**config.mk**
```make
export PLATFORM = sky130hd
export DESIGN_NAME = ubt_top
export DESIGN_NICKNAME = d
export VERILOG_FILES = /design/src/design/ubt_pkg.sv /design/src/design/ubt_top.sv
export SDC_FILE = /design/constraint.sdc
export NUM_CORES = 1
export LEC_CHECK = 0
export BUFFER_PORTS_ARGS = -buffer_cell sky130_fd_sc_hd__clkbuf_2
export CORE_MARGIN = 8
export CORE_UTILIZATION = 25
export CTS_CLUSTER_DIAMETER = 80
export DETAILED_ROUTE_END_ITERATION = 8
export PLACE_DENSITY_LB_ADDON = 0.08
export SYNTH_ARGS = -nofsm -noshare
export SYNTH_HDL_FRONTEND = slang
export SYNTH_SLANG_ARGS = --single-unit
```
**constraint.sdc**
```tcl
create_clock -name CLK -period 3 [get_ports CLK]
set_input_delay 0.6 -clock CLK [delete_from_list [all_inputs] [get_ports CLK]]
set_output_delay 0.6 -clock CLK [all_outputs]
set_load 0.03 [all_outputs]
```
**src/design/ubt_pkg.sv**
```systemverilog
package ubt_pkg;

	// ------------------------------------------------------------
	// Clock
	// ------------------------------------------------------------
	localparam int unsigned CLK_HZ = 25_000_000;

	// ------------------------------------------------------------
	// Register byte offsets
	// ------------------------------------------------------------
	localparam logic [4:0] ADDR_CTRL     = 5'h00;
	localparam logic [4:0] ADDR_DATA     = 5'h04;
	localparam logic [4:0] ADDR_TMR_CTRL = 5'h08;
	localparam logic [4:0] ADDR_RELOAD   = 5'h0C;
	localparam logic [4:0] ADDR_STATUS   = 5'h10;
	localparam logic [4:0] ADDR_MASK     = 5'h14;
	localparam logic [4:0] ADDR_TMR_LOW  = 5'h18;

	// ------------------------------------------------------------
	// Field positions
	// ------------------------------------------------------------
	localparam int CTRL_MODE9_BIT = 7;
	localparam int CTRL_ONE_BIT   = 6;
	localparam int CTRL_MCE_BIT   = 5;
	localparam int CTRL_REN_BIT   = 4;
	localparam int CTRL_TB8_BIT   = 3;
	localparam int CTRL_RB8_BIT   = 2;
	localparam int CTRL_TI_BIT    = 1;
	localparam int CTRL_RI_BIT    = 0;
	localparam int STAT_RI_BIT    = 0;
	localparam int STAT_TI_BIT    = 1;
	localparam int TMR_EN_BIT     = 0;
	localparam int TMR_SEL_LSB    = 1;
	localparam int TMR_SEL_MSB    = 3;

	// ------------------------------------------------------------
	// Reset values and counts
	// ------------------------------------------------------------
	localparam logic [7:0] RELOAD_RST  = 8'h00;
	localparam logic [7:0] CNT_TOP     = 8'hFF;
	localparam logic [5:0] DIV4_LAST   = 6'h03;
	localparam logic [5:0] DIV12_LAST  = 6'h0B;
	localparam logic [5:0] DIV48_LAST  = 6'h2F;
	localparam logic [2:0] EXT8_LAST   = 3'h7;
	localparam logic [2:0] DATA_LAST   = 3'h7;

	// ------------------------------------------------------------
	// Types
	// ------------------------------------------------------------
	typedef enum logic [2:0] {
		SEL_SYS   = 3'h0,
		SEL_DIV4  = 3'h1,
		SEL_DIV12 = 3'h2,
		SEL_DIV48 = 3'h3,
		SEL_EXT8  = 3'h4,
		SEL_PIN   = 3'h5
	} ubt_clksel_type;

	typedef enum logic [4:0] {
		ST_IDLE  = 5'h01,
		ST_START = 5'h02,
		ST_DATA  = 5'h04,
		ST_NINTH = 5'h08,
		ST_STOP  = 5'h10
	} ubt_state_type;

	typedef struct packed {
		logic mode9;
		logic mce;
		logic rx_en;
		logic tx_ninth;
		logic rx_ninth;
	} ubt_ctrl_type;

endpackage

```
**src/design/ubt_top.sv**
```systemverilog
`timescale 1ns/1ps
// Function
// - Full-duplex serial port, frame modes one/three
// - Receive shifter separate from receive buffer
// - Data writes always load transmit register
// - Data reads return receive buffer only
// - Done flags raise interrupt when enabled
// - Done flags cleared only by software write
// - Transmit clock from 8-bit auto-reload counter
// - Hidden receive counter, same reload, timer-enabled
// - Both overflow streams halved into baud
// - Start edge forces receive counter reload
// - Six selectable timer clock sources
// - 8-bit frame: start, eight LSB-first, stop
// - 9-bit frame adds chosen ninth bit
// - Transmit done set at stop-bit start
module ubt_top
	import ubt_pkg::*;
(
	// Clock and reset
	input  wire logic        CLK,
	input  wire logic        SYS_RST,
	// Avalon-MM slave
	input  wire logic [4:0]  AVS_ADDRESS,
	input  wire logic        AVS_READ,
	input  wire logic        AVS_WRITE,
	input  wire logic [31:0] AVS_WRITEDATA,
	input  wire logic [3:0]  AVS_BYTEENABLE,
	output logic      [31:0] AVS_READDATA,
	output logic             AVS_WAITREQUEST,
	// Serial line and timer clock pins
	input  wire logic        RXD,
	output logic             TXD,
	input  wire logic        EXT_OSC,
	input  wire logic        TMR_PIN,
	// Interrupt
	output logic             IRQ
);

	// ------------------------------------------------------------
	// Pin synchronisers
	// ------------------------------------------------------------
	logic [1:0] rxd_s_q;
	logic [1:0] osc_s_q;
	logic [1:0] pin_s_q;
	logic       osc_prev_q;
	logic       pin_prev_q;
	logic       rxd_prev_q;

	// Two stages each; only stage 1 feeds logic
	always_ff @(posedge CLK) begin
		rxd_s_q    <= {rxd_s_q[0], RXD};
		osc_s_q    <= {osc_s_q[0], EXT_OSC};
		pin_s_q    <= {pin_s_q[0], TMR_PIN};
		rxd_prev_q <= rxd_s_q[1];
		osc_prev_q <= osc_s_q[1];
		pin_prev_q <= pin_s_q[1];
	end

	wire rxd_in   = rxd_s_q[1];
	wire osc_rise = osc_s_q[1] & ~osc_prev_q;
	wire pin_rise = pin_s_q[1] & ~pin_prev_q;

	// ------------------------------------------------------------
	// Bus handshake and decode
	// ------------------------------------------------------------
	logic       wait_q;
	logic [31:0] rdata_q;
	wire        req     = AVS_READ | AVS_WRITE;
	wire        accept  = req & ~wait_q;
	wire        wr_en   = accept & AVS_WRITE & AVS_BYTEENABLE[0];
	wire        wr_ctrl = wr_en & (AVS_ADDRESS == ADDR_CTRL);
	wire        wr_data = wr_en & (AVS_ADDRESS == ADDR_DATA);
	wire        wr_tmr  = wr_en & (AVS_ADDRESS == ADDR_TMR_CTRL);
	wire        wr_rld  = wr_en & (AVS_ADDRESS == ADDR_RELOAD);
	wire        wr_stat = wr_en & (AVS_ADDRESS == ADDR_STATUS);
	wire        wr_mask = wr_en & (AVS_ADDRESS == ADDR_MASK);
	wire [7:0]  wbyte   = AVS_WRITEDATA[7:0];

	// Fixed one wait cycle: request seen, then answered
	always_ff @(posedge CLK) begin
		if (SYS_RST) begin
			wait_q <= 1'b1;
		end else begin
			wait_q <= ~(req & wait_q);
		end
	end

	// ------------------------------------------------------------
	// Software-visible state
	// ------------------------------------------------------------
	ubt_ctrl_type   ctrl_q;
	logic           tmr_en_q;
	ubt_clksel_type sel_q;
	logic [7:0]     reload_q;
	logic [1:0]     mask_q;
	logic           ti_q;
	logic           ri_q;
	logic [7:0]     rbuf_q;
	logic [7:0]     thold_q;
	logic           tpend_q;
	logic           ti_set;
	logic           ri_set;
	logic           rb8_set;
	logic           rb8_val;

	// Configuration writes
	always_ff @(posedge CLK) begin
		if (SYS_RST) begin
			ctrl_q   <= '0;
			tmr_en_q <= 1'b0;
			sel_q    <= SEL_SYS;
			reload_q <= RELOAD_RST;
			mask_q   <= '0;
		end else begin
			if (wr_ctrl) begin
				ctrl_q.mode9    <= wbyte[CTRL_MODE9_BIT];
				ctrl_q.mce      <= wbyte[CTRL_MCE_BIT];
				ctrl_q.rx_en    <= wbyte[CTRL_REN_BIT];
				ctrl_q.tx_ninth <= wbyte[CTRL_TB8_BIT];
			end
			// Hardware capture wins over a same-cycle write
			if (rb8_set) begin
				ctrl_q.rx_ninth <= rb8_val;
			end else if (wr_ctrl) begin
				ctrl_q.rx_ninth <= wbyte[CTRL_RB8_BIT];
			end
			if (wr_tmr) begin
				tmr_en_q <= wbyte[TMR_EN_BIT];
				sel_q    <= ubt_clksel_type'(
					wbyte[TMR_SEL_MSB:TMR_SEL_LSB]);
			end
			if (wr_rld) begin
				reload_q <= wbyte;
			end
			if (wr_mask) begin
				mask_q <= wbyte[STAT_TI_BIT:STAT_RI_BIT];
			end
		end
	end

	// Sticky done flags, set beats write-one-clear
	wire ti_clr = wr_stat & wbyte[STAT_TI_BIT];
	wire ri_clr = wr_stat & wbyte[STAT_RI_BIT];
	always_ff @(posedge CLK) begin
		if (SYS_RST) begin
			ti_q <= 1'b0;
			ri_q <= 1'b0;
		end else begin
			ti_q <= ti_set | (ti_q & ~ti_clr);
			ri_q <= ri_set | (ri_q & ~ri_clr);
		end
	end

	// Interrupt level from unmasked flags
	always_ff @(posedge CLK) begin
		if (SYS_RST) begin
			IRQ <= 1'b0;
		end else begin
			IRQ <= |({ti_set | ti_q, ri_set | ri_q} & mask_q);
		end
	end

	// ------------------------------------------------------------
	// Timer clock prescaler
	// ------------------------------------------------------------
	logic [5:0] div4_q;
	logic [5:0] div12_q;
	logic [5:0] div48_q;
	logic [2:0] ext8_q;

	// Free-running dividers; phase versus enable is not aligned
	always_ff @(posedge CLK) begin
		if (SYS_RST) begin
			div4_q  <= '0;
			div12_q <= '0;
			div48_q <= '0;
			ext8_q  <= '0;
		end else begin
			div4_q  <= (div4_q == DIV4_LAST) ? '0 : div4_q + 6'h01;
			div12_q <= (div12_q == DIV12_LAST) ? '0 : div12_q + 6'h01;
			div48_q <= (div48_q == DIV48_LAST) ? '0 : div48_q + 6'h01;
			if (osc_rise) begin
				ext8_q <= ext8_q + 3'h1;
			end
		end
	end

	// Source selection, one tick per timer clock
	wire tmr_tick = tmr_en_q & (
		(sel_q == SEL_SYS)   ? 1'b1 :
		(sel_q == SEL_DIV4)  ? (div4_q == DIV4_LAST) :
		(sel_q == SEL_DIV12) ? (div12_q == DIV12_LAST) :
		(sel_q == SEL_DIV48) ? (div48_q == DIV48_LAST) :
		(sel_q == SEL_EXT8)  ? (osc_rise & (ext8_q == EXT8_LAST)) :
		(sel_q == SEL_PIN)   ? pin_rise : 1'b0);

	// ------------------------------------------------------------
	// Baud counters
	// ------------------------------------------------------------
	logic [7:0] tx_cnt_q;
	logic [7:0] rx_cnt_q;
	logic       tx_half_q;
	logic       rx_half_q;
	ubt_state_type tx_st_q;
	ubt_state_type rx_st_q;

	wire start_det = (rx_st_q == ST_IDLE) & ctrl_q.rx_en & tmr_en_q &
		rxd_prev_q & ~rxd_in;
	wire tx_ovf    = tmr_tick & (tx_cnt_q == CNT_TOP);
	wire rx_ovf    = tmr_tick & (rx_cnt_q == CNT_TOP) & ~start_det;
	wire tx_baud   = tx_ovf & tx_half_q;
	wire rx_sample = rx_ovf & ~rx_half_q;

	// Auto-reload counters; receive copy realigns on start edge
	always_ff @(posedge CLK) begin
		if (SYS_RST) begin
			tx_cnt_q  <= RELOAD_RST;
			rx_cnt_q  <= RELOAD_RST;
			tx_half_q <= 1'b0;
			rx_half_q <= 1'b0;
		end else begin
			if (tmr_tick) begin
				tx_cnt_q <= tx_ovf ? reload_q : tx_cnt_q + 8'h01;
			end
			if (start_det) begin
				rx_cnt_q  <= reload_q;
				rx_half_q <= 1'b0;
			end else if (tmr_tick) begin
				rx_cnt_q <= rx_ovf ? reload_q : rx_cnt_q + 8'h01;
			end
			if (tx_ovf) begin
				tx_half_q <= ~tx_half_q;
			end
			if (rx_ovf) begin
				rx_half_q <= ~rx_half_q;
			end
		end
	end

	// ------------------------------------------------------------
	// Transmitter
	// ------------------------------------------------------------
	logic [7:0] tx_sh_q;
	logic [2:0] tx_bit_q;
	assign ti_set = tx_baud & (((tx_st_q == ST_DATA) &
		(tx_bit_q == DATA_LAST) & ~ctrl_q.mode9) |
		(tx_st_q == ST_NINTH));

	// Each write loads the holding byte and requests a frame
	always_ff @(posedge CLK) begin
		if (SYS_RST) begin
			thold_q <= '0;
			tpend_q <= 1'b0;
		end else if (wr_data) begin
			thold_q <= wbyte;
			tpend_q <= 1'b1;
		end else if (tx_baud & (tx_st_q == ST_IDLE)) begin
			tpend_q <= 1'b0;
		end
	end

	// Frame sequencer, one step per transmit bit time
	always_ff @(posedge CLK) begin
		if (SYS_RST) begin
			tx_st_q  <= ST_IDLE;
			tx_sh_q  <= '0;
			tx_bit_q <= '0;
			TXD      <= 1'b1;
		end else if (tx_baud) begin
			unique case (tx_st_q)
				ST_IDLE: if (tpend_q) begin
					tx_st_q <= ST_START;
					tx_sh_q <= thold_q;
					TXD     <= 1'b0;
				end
				ST_START: begin
					tx_st_q  <= ST_DATA;
					tx_bit_q <= '0;
					TXD      <= tx_sh_q[0];
					tx_sh_q  <= tx_sh_q >> 1;
				end
				ST_DATA: if (tx_bit_q != DATA_LAST) begin
					tx_bit_q <= tx_bit_q + 3'h1;
					TXD      <= tx_sh_q[0];
					tx_sh_q  <= tx_sh_q >> 1;
				end else if (ctrl_q.mode9) begin
					tx_st_q <= ST_NINTH;
					TXD     <= ctrl_q.tx_ninth;
				end else begin
					tx_st_q <= ST_STOP;
					TXD     <= 1'b1;
				end
				ST_NINTH: begin
					tx_st_q <= ST_STOP;
					TXD     <= 1'b1;
				end
				ST_STOP: tx_st_q <= ST_IDLE;
			endcase
		end
	end

	// ------------------------------------------------------------
	// Receiver
	// ------------------------------------------------------------
	logic [7:0] rx_sh_q;
	logic [2:0] rx_bit_q;
	logic       rx9_q;
	// 8-bit mode qualifies on stop bit, 9-bit on ninth
	wire rx_qual  = ctrl_q.mode9 ? rx9_q : rxd_in;
	wire rx_end   = rx_sample & (rx_st_q == ST_STOP);
	wire rx_store = rx_end & ~ri_q & (~ctrl_q.mce | rx_qual);
	assign ri_set  = rx_store;
	assign rb8_set = rx_store;
	assign rb8_val = rx_qual;

	// Shifter is apart from the buffer, so a new frame may start
	always_ff @(posedge CLK) begin
		if (SYS_RST) begin
			rx_st_q  <= ST_IDLE;
			rx_sh_q  <= '0;
			rx_bit_q <= '0;
			rx9_q    <= 1'b0;
			rbuf_q   <= '0;
		end else begin
			if (rx_store) begin
				rbuf_q <= rx_sh_q;
			end
			unique case (rx_st_q)
				ST_IDLE: if (start_det) begin
					rx_st_q <= ST_START;
				end
				ST_START: if (rx_sample) begin
					// A glitch that is high mid-bit is no start
					rx_st_q  <= rxd_in ? ST_IDLE : ST_DATA;
					rx_bit_q <= '0;
				end
				ST_DATA: if (rx_sample) begin
					rx_sh_q  <= {rxd_in, rx_sh_q[7:1]};
					rx_bit_q <= rx_bit_q + 3'h1;
					if (rx_bit_q == DATA_LAST) begin
						rx_st_q <= ctrl_q.mode9 ? ST_NINTH : ST_STOP;
					end
				end
				ST_NINTH: if (rx_sample) begin
					rx9_q   <= rxd_in;
					rx_st_q <= ST_STOP;
				end
				ST_STOP: if (rx_sample) begin
					rx_st_q <= ST_IDLE;
				end
			endcase
		end
	end

	// ------------------------------------------------------------
	// Read data
	// ------------------------------------------------------------
	wire [7:0] ctrl_rd = {ctrl_q.mode9, 1'b1, ctrl_q.mce, ctrl_q.rx_en,
		ctrl_q.tx_ninth, ctrl_q.rx_ninth, ti_q, ri_q};
	wire [7:0] rd_mux =
		(AVS_ADDRESS == ADDR_CTRL)     ? ctrl_rd :
		(AVS_ADDRESS == ADDR_DATA)     ? rbuf_q :
		(AVS_ADDRESS == ADDR_TMR_CTRL) ? {4'h0, sel_q, tmr_en_q} :
		(AVS_ADDRESS == ADDR_RELOAD)   ? reload_q :
		(AVS_ADDRESS == ADDR_STATUS)   ? {6'h00, ti_q, ri_q} :
		(AVS_ADDRESS == ADDR_MASK)     ? {6'h00, mask_q} :
		(AVS_ADDRESS == ADDR_TMR_LOW)  ? tx_cnt_q : 8'h00;

	// Read data captured in the wait cycle, held through the answer
	always_ff @(posedge CLK) begin
		if (SYS_RST) begin
			rdata_q <= '0;
		end else if (req & wait_q & AVS_READ) begin
			rdata_q <= {24'h000000, rd_mux};
		end
	end

	assign AVS_READDATA    = rdata_q;
	assign AVS_WAITREQUEST = wait_q;

endmodule

```
==> summary.txt <==
Drt
  – Routed vias/inst: 4.72
  – Initial DRC Count: 271
  – WL per Instance: 15.8 um
  – DR vias: 5087
  – Final WL: 17000 um
  – DRC: 0
  – Drt first pass iters: 5
  – Antenna-violating nets left: 0

Clocking
  – CTS tree: yes
  – Hold buffers post-CTS: 0
  – CTS H-tree lvls: 4
  – Skew-Pair Late Insertion Delay: 0.41 ns
  – Worst-path clk slew: 0.06 ns
  – Post-CTS setup buffers: 0
  – Clock Sinks: 130
  – Buffer depth of the longest clock path: 2
  – Number of CTS-inserted buffers: 17
  – Post-CTS sizing: 0
  – Clk root buf: clkbuf_16

Synthesis
  – Synthesized flop and latch total: 130
  – Synthesized area: 6250 um^2
  – Unique masters post-synth: 76
  – EDFF count, synth: 0
  – Syn Inst Count: 706
  – Ys flop type: dfxtp_1
  – Number of synthesis warnings: 0
  – Syn avg cell area: 8.86 um^2
  – Seq/Total Area, Yosys: 0.416
  – Synth async-reset ratio: 0

Worst setup path
  – Critical path type: flop to flop
  – Crit end category: flop
  – Max FO, Critical Path: 8
  – Startpoint Class: flop
  – Worst EP arrival: 2.83 ns
  – Worst Path Required: 3.28 ns

Power and ir drop
  – Pint: 2.93 mW
  – Power Density: 544 nW/um^2
  – Logic pwr share: 0.056
  – Sw power: 1.04 mW
  – Sw frac: 0.261
  – Clock network power share: 0.494
  – Peak VDD IR: 0.000347 V
  – LEAKAGE: 2.68 nW
  – Register share of total power: 0.450
  – Overall Power: 3.96 mW

STA
  – Tcrit/Tclk final: 0.851
  – Clock skew: 0.00961 ns
  – RSZ-0062 raised after global routing: no
  – Peak Freq: 0.392 GHz
  – Slew margin rel.: 0.471
  – Tmin final: 2.55 ns
  – Setup TNS: 0 ns
  – Finish-stage setup viols: 0
  – Worst-Margin Slew: 0.783 ns
  – Final hold vios: 0
  – Final Max Tran Viols: 0

Worst hold path
  – HP Class: input port to flop

Floorplanning
  – Die area: 30300 um^2
  – Die Width: 174 um
  – Total core area: 24900 um^2
  – Initial Util: 0.251
  – Row cnt: 58
  – IO Count: 83
  – Chip height: 174 um

GRT
  – Vias in the first global route: 4880
  – Antenna violations before repair: 0
  – GRT Util Overall: 0.111
  – First-pass GRT wire length: 26900 um
  – Largest net degree at the start of global routing: 60
  – Total global routing overflow: 0

Place
  – HPWL after DPL: 12300 um
  – Port buffer count: 31
  – Final RePlAce weighted congestion: 0.768

Job
  – Max_cap viols: 0

Cells and area
  – Reg area: 2600 um^2
  – Diodes inserted: 0
  – Layout cell share with drive strength beyond 1: 0.137
  – Fin nets: 793
  – Layout area overhead: 16.4%
  – Filler cells: 2642
  – Area of the multi-input gates: 3350 um^2

Run status
  – Outcome: complete, no violations
==> Yosys cell counts (3+ instances only) <==
cell type / instances / area share
a211o_1: 3 / 0.0042
a211oi_1: 12 / 0.014
a21oi_1: 49 / 0.039
a22oi_1: 7 / 0.0084
a311oi_1: 4 / 0.0056
a31oi_1: 4 / 0.0040
and2_1: 3 / 0.0030
and3_1: 8 / 0.0080
buf_1: 3 / 0.0018
buf_2: 5 / 0.0040
buf_4: 26 / 0.031
clkbuf_1: 28 / 0.017
dfxtp_1: 130 / 0.42
ha_1: 11 / 0.022
inv_1: 16 / 0.0096
mux2i_1: 54 / 0.086
nand2_1: 48 / 0.029
nand2b_1: 8 / 0.0080
nand3_1: 30 / 0.024
nand4_1: 12 / 0.012
nor2_1: 91 / 0.055
nor2b_1: 5 / 0.0050
nor3_1: 16 / 0.013
nor3b_1: 4 / 0.0048
nor4_4: 3 / 0.010
o211ai_1: 3 / 0.0036
o21a_1: 5 / 0.0060
o21ai_0: 22 / 0.018
o21ai_1: 3 / 0.0024
o221ai_1: 6 / 0.0084
o22ai_1: 4 / 0.0040
o31ai_1: 3 / 0.0036
or3_1: 3 / 0.0030
or4_1: 3 / 0.0036
xnor2_1: 9 / 0.013
xor2_1: 12 / 0.017
==> power by group through the flow <==
stage | registers, mW | clock network (mW) | logic [mW]
after floorplan | 1.83 | 0 | 0.171
after global placement | 1.82 | 0 | 0.223
after detailed placement | 1.82 | 0 | 0.222
after CTS | 1.78 | 2.03 | 0.223
after global routing | 1.78 | 2.11 | 0.244
final | 1.78 | 1.96 | 0.223
==> metal layers <==
layer  up-vias  part of all wire  track usage
met5         -                 0            0
met4         0             0.018       0.0417
met3        16             0.053       0.0304
met2       135              0.43        0.166
met1      2395              0.49        0.150
li1       2541                 -            -
==> logic make-up after synthesis <==
| group | Yosys count | synth area share |
|---|---|---|
| muxes | 54 | 0.0864 |
| and+or+nand+nor | 265 | 0.228 |
| xor gates and xnor gates | 21 | 0.0294 |
| buffers and inverters | 78 | 0.0634 |
| DFF | 130 | 0.416 |
| adders and majority gates | 11 | 0.0220 |
| other | 1 | 0.000600 |
| AOI/OAI and AO/OA | 146 | 0.154 |
==> flip-flops by register name (all words and copies together), names as in the netlist, 3 cells and up <==
name,flops
AVS_READDATA,8
rbuf_q,8
reload_q,8
rx_cnt_q,8
rx_sh_q,8
thold_q,8
tx_cnt_q,8
tx_sh_q,8
div12_q,6
div48_q,6
div4_q,6
ctrl_q,5
rx_st_q,5
tx_st_q,5
ext8_q,3
rx_bit_q,3
sel_q,3
tx_bit_q,3
==> worst paths after layout <==
check | endpoint | slack, ns | depth (start not counted) | from
max | rbuf_q[2]$_SDFFE_PP0P_ | 0.45 | 8 | ext8_q[0]$_SDFFE_PP0N_
min | osc_s_q[0]$_DFF_P_ | 0.29 | 1 | EXT_OSC
max reg2reg | rbuf_q[2]$_SDFFE_PP0P_ | 0.45 | 8 | ext8_q[0]$_SDFFE_PP0N_
min reg2reg | pin_s_q[1]$_DFF_P_ | 0.33 | 0 | pin_s_q[0]$_DFF_P_
==> critical path, stage by stage, from the launching register on <==
cell and delay, ns:
dfxtp_1 0.35, ha_1 0.16, ha_1 0.13, nor4b_1 0.38, o21ai_2 0.16, nor4_2 0.66
buf_4 0.32, mux2i_1 0.21, nor2_1 0.05
==> cells in the final DEF, fill, tap and decap left out, drive strengths merged, types with 6 or more instances in the layout <==
cell	netlist	final
dfxtp	130	130
nor3	17	17
nand2	49	49
xor2	12	12
and3	8	8
a22oi	7	7
ha	11	11
clkbuf	28	48
mux2i	54	54
xnor2	9	9
nor4	6	6
a211oi	12	12
o21ai	26	26
a21oi	49	49
nand4	12	12
nand3	31	31
conb	1	24
nand2b	9	9
nor2	91	91
o221ai	6	6
buf	34	18
inv	16	24
==> area by class of cell <==
type,instances,share of cell area
Sequential cell,130,0.358
Timing Repair Buffer,48,0.0409
Tap cell,330,0.0567
Inverter,16,0.00825
Multi-Input combinational cell,521,0.460
Clock inverter,14,0.0163
Clock buffer,18,0.0603
==> per-stage QoR <==
stage | instance area [um^2] | worst slack (ns) | utilization | hold WS, ns | std cells
floorplan | 6340 | 0.691 | - | 0.310 | 729
global route | 7280 | 0.235 | 0.292 | 0.261 | 1077
detailed placement | 6720 | 0.435 | 0.270 | 0.314 | 1045
global placement | 6720 | 0.454 | 0.270 | 0.315 | 1045
finish | 7280 | 0.446 | 0.292 | 0.287 | 1077
CTS | 7280 | 0.411 | 0.292 | 0.259 | 1077
Note: power is estimated with default switching activity, not from simulation.
